**src/core/erd_pkg.sv**
```systemverilog
// What this block does
// - Eight table size registers exist, one per interrupter, at runtime offset 28h plus 20h times n.
// - The table size register keeps a writable count in bits 15:0 and reads zero above.
// - Each interrupter has a 64-bit table base at 30h plus 20h times n with bits 3:0 read as zero.
// - Each interrupter has a 64-bit read pointer register at 38h plus 20h times n.
// - The read pointer address field from bit 4 upward is readable and writable.
// - Bits 2:0 of the read pointer are a writable segment index.
// - There are 65 doorbells of 32 bits, entry 0 for the controller, each at 04h times its index.
// - The first doorbell sits at the base address plus the programmed doorbell offset.
// - All these registers reset to zero.
// - The runtime base is the base address plus the programmed runtime offset.
// - A doorbell takes a target code in bits 7:0 and a stream id in 31:16 and reads zero.
package erd_pkg;
	localparam int NUM_INTR = 8;
	localparam int NUM_DOORBELL = 65;
	localparam logic [15:0] SET_STRIDE = 16'h0020;
	localparam logic [15:0] TBL_SIZE_OFF = 16'h0028;
	localparam logic [15:0] TBL_BASE_OFF = 16'h0030;
	localparam logic [15:0] RD_PTR_OFF = 16'h0038;
	localparam logic [15:0] DB_STRIDE = 16'h0004;
	localparam int BUSY_BIT = 3;
	localparam int TGT_LSB = 0;
	localparam int STREAM_LSB = 16;
	localparam logic [31:0] REG_RESET = 32'h0000_0000;
	localparam logic [63:0] REG64_RESET = 64'h0000_0000_0000_0000;
	localparam logic [31:0] BASE_MASK_LO = 32'hffff_fff0;
	localparam logic [31:0] SIZE_MASK = 32'h0000_ffff;
endpackage

```
**src/core/erd_regs.sv**
```systemverilog
`timescale 1ns/1ps
module erd_regs #(
	parameter int NUM_INTR = erd_pkg::NUM_INTR,
	parameter int NUM_DOORBELL = erd_pkg::NUM_DOORBELL
) (
	// Clock and reset
	input wire logic ref_clk,
	input wire logic reset_n,
	// Memory access behind the first base address register
	input wire logic [31:0] bar0_base,
	input wire logic [31:0] runtime_offset,
	input wire logic [31:0] doorbell_offset,
	input wire logic [31:0] mem_addr,
	input wire logic mem_wr,
	input wire logic mem_rd,
	input wire logic [31:0] mem_wdata,
	output logic [31:0] mem_rdata,
	output logic mem_rvalid,
	// Device events
	input wire logic [NUM_INTR-1:0] handler_busy_set,
	// Values to the ring engines
	output logic [NUM_INTR*16-1:0] ring_table_entry_count,
	output logic [NUM_INTR*64-1:0] ring_table_base_field,
	output logic [NUM_INTR*64-1:0] ring_read_pointer_field,
	output logic db_ring_ff,
	output logic [6:0] db_index_ff,
	output logic [7:0] ring_target_code,
	output logic [15:0] ring_stream_id
);
	// ************
	// Decode
	// ************
	logic [31:0] rt_rel;
	logic [31:0] db_rel;
	logic in_rt;
	logic in_db;
	logic [2:0] intr_sel;
	logic [3:0] word_sel;
	logic [31:0] set_rdata [NUM_INTR];

	assign rt_rel = mem_addr - (bar0_base + runtime_offset);
	assign db_rel = mem_addr - (bar0_base + doorbell_offset);
	// Sets 0..7 span 20h..11Fh
	assign in_rt = rt_rel >= 32'h0000_0020 && rt_rel < 32'h0000_0120 && rt_rel[1:0] == 2'b00;
	assign in_db = db_rel < 32'(NUM_DOORBELL) * 32'h0000_0004 && db_rel[1:0] == 2'b00;
	assign intr_sel = 3'(((rt_rel - 32'h0000_0020) >> 5));
	assign word_sel = {1'b0, rt_rel[4:2]};

	// ************
	// Interrupter sets
	// ************
	for (genvar i = 0; i < NUM_INTR; i++) begin : g_set
		erd_intr_set u_set (
			.ref_clk(ref_clk),
			.reset_n(reset_n),
			.wr_en(mem_wr && in_rt && intr_sel == 3'(i)),
			.rd_en(mem_rd && in_rt && intr_sel == 3'(i)),
			.sel(word_sel),
			.wdata(mem_wdata),
			.busy_set(handler_busy_set[i]),
			.rdata(set_rdata[i]),
			.ring_table_entry_count(ring_table_entry_count[i*16 +: 16]),
			.ring_table_base_field(ring_table_base_field[i*64 +: 64]),
			.ring_read_pointer_field(ring_read_pointer_field[i*64 +: 64])
		);
	end

	// ************
	// Read path
	// ************
	always_ff @(posedge ref_clk or negedge reset_n) begin
		if (!reset_n) begin
			mem_rdata <= erd_pkg::REG_RESET;
			mem_rvalid <= 1'b0;
		end else begin
			mem_rvalid <= mem_rd;
			// Doorbells always read zero
			if (mem_rd && in_rt) begin
				mem_rdata <= set_rdata[intr_sel];
			end else begin
				mem_rdata <= 32'h0000_0000;
			end
		end
	end

	// ************
	// Doorbell strobe
	// ************
	// Write-only: a write gives a one-cycle ring pulse; index, target code and stream id hold until the next doorbell write
	always_ff @(posedge ref_clk or negedge reset_n) begin
		if (!reset_n) begin
			db_ring_ff <= 1'b0;
			db_index_ff <= 7'h00;
			ring_target_code <= 8'h00;
			ring_stream_id <= 16'h0000;
		end else begin
			db_ring_ff <= mem_wr && in_db && !in_rt;
			if (mem_wr && in_db && !in_rt) begin
				db_index_ff <= 7'(db_rel >> 2);
				ring_target_code <= mem_wdata[7:0];
				ring_stream_id <= mem_wdata[31:16];
			end
		end
	end

	// ************
	// Checks
	// ************
	a_rvalid_follows: assert property (@(posedge ref_clk) disable iff (!reset_n)
		mem_rd |=> mem_rvalid) else $error("read not answered");
	a_db_reads_zero: assert property (@(posedge ref_clk) disable iff (!reset_n)
		mem_rd && in_db && !in_rt |=> mem_rdata == 32'h0000_0000) else $error("doorbell read");
	a_db_pulse: assert property (@(posedge ref_clk) disable iff (!reset_n)
		mem_wr && in_db && !in_rt |=> db_ring_ff && ring_target_code == $past(mem_wdata[7:0]))
		else $error("doorbell lost");
	a_base_align: assert property (@(posedge ref_clk) disable iff (!reset_n)
		ring_table_base_field[3:0] == 4'h0) else $error("base unaligned");
	a_size_write: assert property (@(posedge ref_clk) disable iff (!reset_n)
		mem_wr && in_rt && rt_rel == 32'h0000_0028 |=>
		ring_table_entry_count[15:0] == $past(mem_wdata[15:0])) else $error("size lost");
	a_busy_set: assert property (@(posedge ref_clk) disable iff (!reset_n)
		handler_busy_set[0] |=> ring_read_pointer_field[3]) else $error("busy not set");
	a_busy_clear: assert property (@(posedge ref_clk) disable iff (!reset_n)
		mem_rd && in_rt && rt_rel == 32'h0000_0038 && !handler_busy_set[0] |=>
		!ring_read_pointer_field[3]) else $error("busy not cleared");
	a_index_write: assert property (@(posedge ref_clk) disable iff (!reset_n)
		mem_wr && in_rt && rt_rel == 32'h0000_0038 |=>
		ring_read_pointer_field[2:0] == $past(mem_wdata[2:0])) else $error("index lost");
	c_db_ring: cover property (@(posedge ref_clk) db_ring_ff);
	c_busy_read: cover property (@(posedge ref_clk) ring_read_pointer_field[3] ##1 mem_rd);
	c_rt_read: cover property (@(posedge ref_clk) mem_rd && in_rt);

	// ************
	// Further checks
	// ************
	// Interrupter 0 stands in for all sets; the sets share one module
	a_rvalid_pulse: assert property (@(posedge ref_clk) disable iff (!reset_n)
		!mem_rd |=> !mem_rvalid) else $error("stray read valid");
	a_rdata_idle: assert property (@(posedge ref_clk) disable iff (!reset_n)
		!mem_rd |=> mem_rdata == 32'h0000_0000) else $error("read data not idle");
	a_size_reserved: assert property (@(posedge ref_clk) disable iff (!reset_n)
		mem_rd && in_rt && word_sel == 4'h2 |=> mem_rdata[31:16] == 16'h0000)
		else $error("size upper bits set");
	a_size_readback: assert property (@(posedge ref_clk) disable iff (!reset_n)
		mem_rd && in_rt && rt_rel == 32'h0000_0028 |=>
		mem_rdata == {16'h0000, ring_table_entry_count[15:0]}) else $error("size read");
	a_size_hold: assert property (@(posedge ref_clk) disable iff (!reset_n)
		!(mem_wr && in_rt && rt_rel == 32'h0000_0028) |=>
		$stable(ring_table_entry_count[15:0])) else $error("size changed");
	a_base_low_read: assert property (@(posedge ref_clk) disable iff (!reset_n)
		mem_rd && in_rt && word_sel == 4'h4 |=> mem_rdata[3:0] == 4'h0)
		else $error("base low bits set");
	a_base_hi_write: assert property (@(posedge ref_clk) disable iff (!reset_n)
		mem_wr && in_rt && rt_rel == 32'h0000_0034 |=>
		ring_table_base_field[63:32] == $past(mem_wdata)) else $error("base high lost");
	a_base_hold: assert property (@(posedge ref_clk) disable iff (!reset_n)
		!(mem_wr && in_rt && (rt_rel == 32'h0000_0030 || rt_rel == 32'h0000_0034)) |=>
		$stable(ring_table_base_field[63:0])) else $error("base changed");
	a_ptr_addr_write: assert property (@(posedge ref_clk) disable iff (!reset_n)
		mem_wr && in_rt && rt_rel == 32'h0000_0038 |=>
		ring_read_pointer_field[31:4] == $past(mem_wdata[31:4])) else $error("pointer lost");
	a_ptr_hi_write: assert property (@(posedge ref_clk) disable iff (!reset_n)
		mem_wr && in_rt && rt_rel == 32'h0000_003c |=>
		ring_read_pointer_field[63:32] == $past(mem_wdata)) else $error("pointer high lost");
	a_busy_hold: assert property (@(posedge ref_clk) disable iff (!reset_n)
		!handler_busy_set[0] && !(mem_rd && in_rt && rt_rel == 32'h0000_0038) |=>
		$stable(ring_read_pointer_field[3])) else $error("busy changed");
	a_db_index: assert property (@(posedge ref_clk) disable iff (!reset_n)
		mem_wr && in_db && !in_rt |=> db_index_ff == $past(db_rel[8:2]))
		else $error("doorbell index");
	a_db_stream: assert property (@(posedge ref_clk) disable iff (!reset_n)
		mem_wr && in_db && !in_rt |=> ring_stream_id == $past(mem_wdata[31:16]))
		else $error("doorbell stream");
	a_db_quiet: assert property (@(posedge ref_clk) disable iff (!reset_n)
		!(mem_wr && in_db && !in_rt) |=> !db_ring_ff) else $error("doorbell stray");
	// Set and read clear in one cycle: the set must win
	c_busy_race: cover property (@(posedge ref_clk)
		handler_busy_set[0] && mem_rd && in_rt && rt_rel == 32'h0000_0038);
endmodule

```
**src/core/erd_intr_set.sv**
```systemverilog
`timescale 1ns/1ps
module erd_intr_set (
	// Clock and reset
	input wire logic ref_clk,
	input wire logic reset_n,
	// Access
	input wire logic wr_en,
	input wire logic rd_en,
	input wire logic [3:0] sel,
	input wire logic [31:0] wdata,
	input wire logic busy_set,
	// State
	output logic [31:0] rdata,
	output logic [15:0] ring_table_entry_count,
	output logic [63:0] ring_table_base_field,
	output logic [63:0] ring_read_pointer_field
);
	logic [15:0] size_ff;
	logic [59:0] base_ff;
	logic [59:0] ptr_ff;
	logic busy_ff;
	logic [2:0] idx_ff;

	// sel: 2 size, 4/5 base lo/hi, 6/7 pointer lo/hi
	always_ff @(posedge ref_clk or negedge reset_n) begin
		if (!reset_n) begin
			size_ff <= 16'h0000;
			base_ff <= 60'h0;
			ptr_ff <= 60'h0;
			idx_ff <= 3'h0;
		end else if (wr_en) begin
			case (sel)
				4'h2: size_ff <= wdata[15:0];
				4'h4: base_ff[27:0] <= wdata[31:4];
				4'h5: base_ff[59:28] <= wdata;
				4'h6: begin
					ptr_ff[27:0] <= wdata[31:4];
					idx_ff <= wdata[2:0];
				end
				4'h7: ptr_ff[59:28] <= wdata;
				default: begin
				end
			endcase
		end
	end

	// Set beats the read clear so no event is lost
	always_ff @(posedge ref_clk or negedge reset_n) begin
		if (!reset_n) begin
			busy_ff <= 1'b0;
		end else if (busy_set) begin
			busy_ff <= 1'b1;
		end else if (rd_en && sel == 4'h6) begin
			busy_ff <= 1'b0;
		end
	end

	assign ring_table_entry_count = size_ff;
	assign ring_table_base_field = {base_ff, 4'h0};
	assign ring_read_pointer_field = {ptr_ff, busy_ff, idx_ff};

	always_comb begin
		case (sel)
			4'h2: rdata = {16'h0000, size_ff};
			4'h4: rdata = {base_ff[27:0], 4'h0};
			4'h5: rdata = base_ff[59:28];
			4'h6: rdata = {ptr_ff[27:0], busy_ff, idx_ff};
			4'h7: rdata = ptr_ff[59:28];
			default: rdata = 32'h0000_0000;
		endcase
	end
endmodule

```
**config.mk**
```make
export PLATFORM = sky130hd
export DESIGN_NAME = erd_regs
export DESIGN_NICKNAME = d
export VERILOG_FILES = /design/src/core/erd_pkg.sv /design/src/core/erd_regs.sv /design/src/core/erd_intr_set.sv
export SDC_FILE = /design/constraint.sdc
export NUM_CORES = 2
export LEC_CHECK = 0
export BUFFER_PORTS_ARGS = -buffer_cell sky130_fd_sc_hd__buf_2
export CORE_AREA = 3 3 543 545
export CTS_BUF_LIST = sky130_fd_sc_hd__clkbuf_8
export CTS_CLUSTER_DIAMETER = 100
export CTS_CLUSTER_SIZE = 14
export DETAILED_ROUTE_END_ITERATION = 6
export DIE_AREA = 0 0 546 548
export PLACE_DENSITY_LB_ADDON = 0.05
export REMOVE_ABC_BUFFERS = 1
export SETUP_SLACK_MARGIN = 0.2
export SLEW_MARGIN = 40
export SYNTH_ARGS = -nofsm -noshare
export SYNTH_HDL_FRONTEND = slang
export SYNTH_SLANG_ARGS = --single-unit
```
**constraint.sdc**
```tcl
create_clock -name ref_clk -period 4.9 [get_ports ref_clk]
set_input_delay 0.735 -clock ref_clk [delete_from_list [all_inputs] [get_ports ref_clk]]
set_output_delay 0.735 -clock ref_clk [all_outputs]
set_load 0.05 [all_outputs]
```
==> summary.md <==
| Metric | Value |
|---|---|
| Startpoint types | input pin |
| HP Class | in2async |
| Final Net Count | roughly 7000 |
| Vias in the first global route | 53400 |
| Skew final | 93.4 ps |
| GPL Wtd Cong | 0.862 |
| Clock tree from TritonCTS | built |
| DR iter-0 viols | between 3000 and 4000 |
| Initial antenna violation count | 26 |
| Top cell type by total area after synthesis | dfrtp_1 |
| Max-slew violations | 0 |
| Routed vias/inst | 4.81 |
| Peak VDD IR | 0.314 mV |
| Final wirelength | 400000 µm |
| Die height | ~550 µm |
| Worst Tran Pin Value | 851 ps |
| CP Class | in2reg |
| Total Die Area | 299000 µm² |
| Maximum fanout along the worst path | 7 |
| Drc violations | 0 |
| Fin crit period | 4750 ps |
| Period utilization | between 90 and 100% |
| Synth unique cells | 80 |
| Synth Instances | 4920 |
| Largest net degree at the start of global routing | 129 |
| Synth Register Bits | ~1200 |
| Worst Path Arrival | 5600 ps |
| Num Clock Sinks | 1185 |
| MaxCap Viol Count | 0 |
| Setup TNS Final | 0 ps |
| Fraction of layout cells with a size suffix above 1 | 52.6% |
| Highest clock rate | between 200 and 250 MHz |
| Sequential share of the synthesized area | between 40% and 50% |
| GRT Util Overall | 25.5% |
| Synth top area cells | dfrtp_1 49%, mux2_2 20%, mux2i_1 3.6% |
| Slack of the worst reg-to-reg path | ~2400 ps |
| Result of the run | finished, final reports clean |
| Top cell type's share of synthesized area | 49.0% |
| Async SR Flop Fraction | 100% |
| Final Hold Fails | 0 |
| First-pass GRT wire length | ~520000 µm |
| Total gr overflow | 0 |
| Num ports | 1389 |
| CP Capture Type | register |
| Slew margin rel. | 42.5% |
| Die X | 546 µm |
| Clk_lat worst skew | 990 ps |
| Setup Viol. Count Final | 0 |
| Initial Util | around a fifth |
| Yosys warnings | 0 |
| Detail Route Antenna Nets | 0 |
| Total CTS buffers | ~110 |
| Core ar. | 291000 µm² |
| EDFF count, synth | 0 |
| H-tree levels | 3 |
| Post-DR wirelength/cell | 37.3 µm |
| Syn Std Cell Area | 60500 µm² |
| Design Power | ~28000 µW |
| Clock-pin slew of the registers on the worst-case setup and hold paths | 110 ps |
| Row cnt | 198 |
| Port bufs | 1356 |
| Clk buf depth | 4 |
| LEAKAGE | 0.0424 µW |
| Average size of a mapped cell | between 10 and 15 µm² |
| RSZ-0062 raised after global routing | true |
| Area Growth Syn to Fin | 35.3% |
| Vias | 51600 |
| Pwr dens | 348 nW/µm² |
| Filler cells | 30800 |
| First-pass DRT Iterations | 5 |
| Clock tree root buffer cell | clkbuf_8 |
| Placed wire-length estimate | 300000 µm |
| CP required | between 5000 and 6000 ps |
| Primary FF master, synth | dfrtp_1 |
timing repair:
item | 4_1_cts | 5_1_grt
cloned | 1 | 15
setup buffers | 5 | 23
pin swaps | 8 | 38
hold buffers | 10 | 0
setup endpoints to repair | 1071 | 1175
resized for setup | 18 | 116
endpoints found under the hold margin | 261 | 0
cell usage in the layout, fill, tap and decap left out, types with 40 or more instances in the layout:
| master | n |
|---|---|
| buf_2 | 1346 |
| dfrtp_1 | 1185 |
| mux2_2 | 1061 |
| buf_4 | 637 |
| nand2_1 | 319 |
| mux2i_1 | 217 |
| o21ai_0 | 204 |
| a221oi_1 | 199 |
| buf_12 | 160 |
| a21oi_1 | 136 |
| inv_1 | 126 |
| clkbuf_8 | 112 |
| mux2_1 | 70 |
| nor3_1 | 69 |
| nor2_1 | 66 |
| ha_1 | 64 |
| fa_1 | 59 |
| mux4_2 | 48 |
| nor3_4 | 40 |
state kept, by name, summed over array words and instances (netlist names):
signal / cells
mem_rvalid: 1
g_set.u_set.ptr_ff: 480
g_set.u_set.idx_ff: 24
g_set.u_set.busy_ff: 8
db_index_ff: 7
ring_stream_id: 16
ring_target_code: 8
g_set.u_set.ring_table_entry_count: 128
db_ring_ff: 1
g_set.u_set.base_ff: 480
mem_rdata: 32
layout make-up:
class                      instances  area, µm²  area share (%)
sequential                      1185      29700            36.2
clock buffer                     112       1540            1.88
antenna                           11       27.5          0.0336
timing repair buffer            2199      15700            19.2
clock inverter                    31        302           0.369
tap                             3900       4880            5.96
inverter                         126        488           0.596
multi-input combinational       3169      29200            35.7
power by group:
part | internal (µW) | switching [µW]
clock network | 2240 | 4100
logic | 4460 | 7870
registers | 9770 | 0.0800
Yosys cell counts (15+ instances only):
library cell and instances:
a21o_1 18, xnor2_1 21, or3_1 33, nand3_1 33
o311a_1 25, buf_4 64, nor3_1 76, nand2_1 321
mux2i_1 220, o221ai_1 26, xor2_1 15, nand4_1 20
a31oi_1 21, a21oi_1 143, a221o_1 17, o21ai_0 211
buf_2 81, o22ai_1 15, dfrtp_1 1185, clkbuf_1 258
nor3_4 16, fa_1 62, o311ai_0 33, a2111oi_0 21
ha_1 71, buf_1 68, o21a_1 21, and3_1 17
a221oi_1 200, mux4_2 48, inv_1 125, nor2_1 76
nor3_2 21, o211ai_1 21, mux2_1 70, mux2_2 1071
worst max-delay path, stage by stage:
cell        delay [ps]
buf_2              120
clkinvlp_4         180
fa_2               510
ha_4               180
a21o_1             160
a221o_1            400
a211oi_4           430
a211oi_2           120
o31a_1             350
or4b_4             560
a31oi_4            190
nand4_4            190
buf_12             210
buf_16             160
nor3_4             220
buf_4              170
buf_6              150
buf_12             170
mux2_2             340
through the flow:
step / utilization (%) / hold slack (ps) / area, µm² / setup WS, ps / std cells
finish: 28.2 / 204 / 81800 / 149 / 10700
global route: 28.1 / 165 / 81800 / 138 / 10700
CTS: 27.7 / 98.5 / 80600 / 206 / 10700
detailed placement: 27.0 / 490 / 78400 / -1370 / 10500
global placement: 27.0 / 482 / 78400 / -1460 / 10500
floorplan: - / 439 / 58500 / -18820 / 4480
layer usage:
| metal | share of wire (%) | wire length [µm] | vias up | track usage (%) |
|---|---|---|---|---|
| li1 | - | - | 21800 | - |
| met1 | 43 | 173000 | 27700 | 33.1 |
| met2 | 47 | 188000 | 1738 | 42.4 |
| met3 | 6.3 | 25300 | 306 | 5.79 |
| met4 | 3.5 | 14000 | 0 | 7.05 |
| met5 | 0 | 0 | - | 0 |
cell families (layout without fill, tap and decap cells):
group / Yosys count / after routing / share of synthesized area (%)
other: 1 / 43 / 0.00620
flip-flops: 1185 / 1185 / 49.0
multiplexers: 1409 / 1409 / 26.7
buffers and inverters: 597 / 2468 / 4.27
adder cells (fa/ha/maj): 133 / 133 / 3.52
AO/OA/AOI/OAI: 866 / 866 / 10.1
AND/OR/NAND/NOR: 693 / 693 / 5.82
XOR/XNOR: 36 / 36 / 0.521
path summary, 6_finish.rpt:
check,startpoint,to,depth (start not counted)
max in group asynchronous,reset_n,g_set[2].u_set.base_ff[51]$_DFFE_PN0P_,4
min reg2reg,ring_target_code[1]$_DFFE_PN0P_,ring_target_code[1]$_DFFE_PN0P_,1
max,bar0_base[6],g_set[0].u_set.base_ff[19]$_DFFE_PN0P_,19
min in group ref_clk,mem_wdata[24],g_set[7].u_set.base_ff[52]$_DFFE_PN0P_,2
min,reset_n,g_set[0].u_set.base_ff[11]$_DFFE_PN0P_,2
max reg2reg,g_set[4].u_set.idx_ff[1]$_DFFE_PN0P_,mem_rdata[1]$_DFF_PN0_,7
Note: power is estimated with default switching activity, not from simulation.
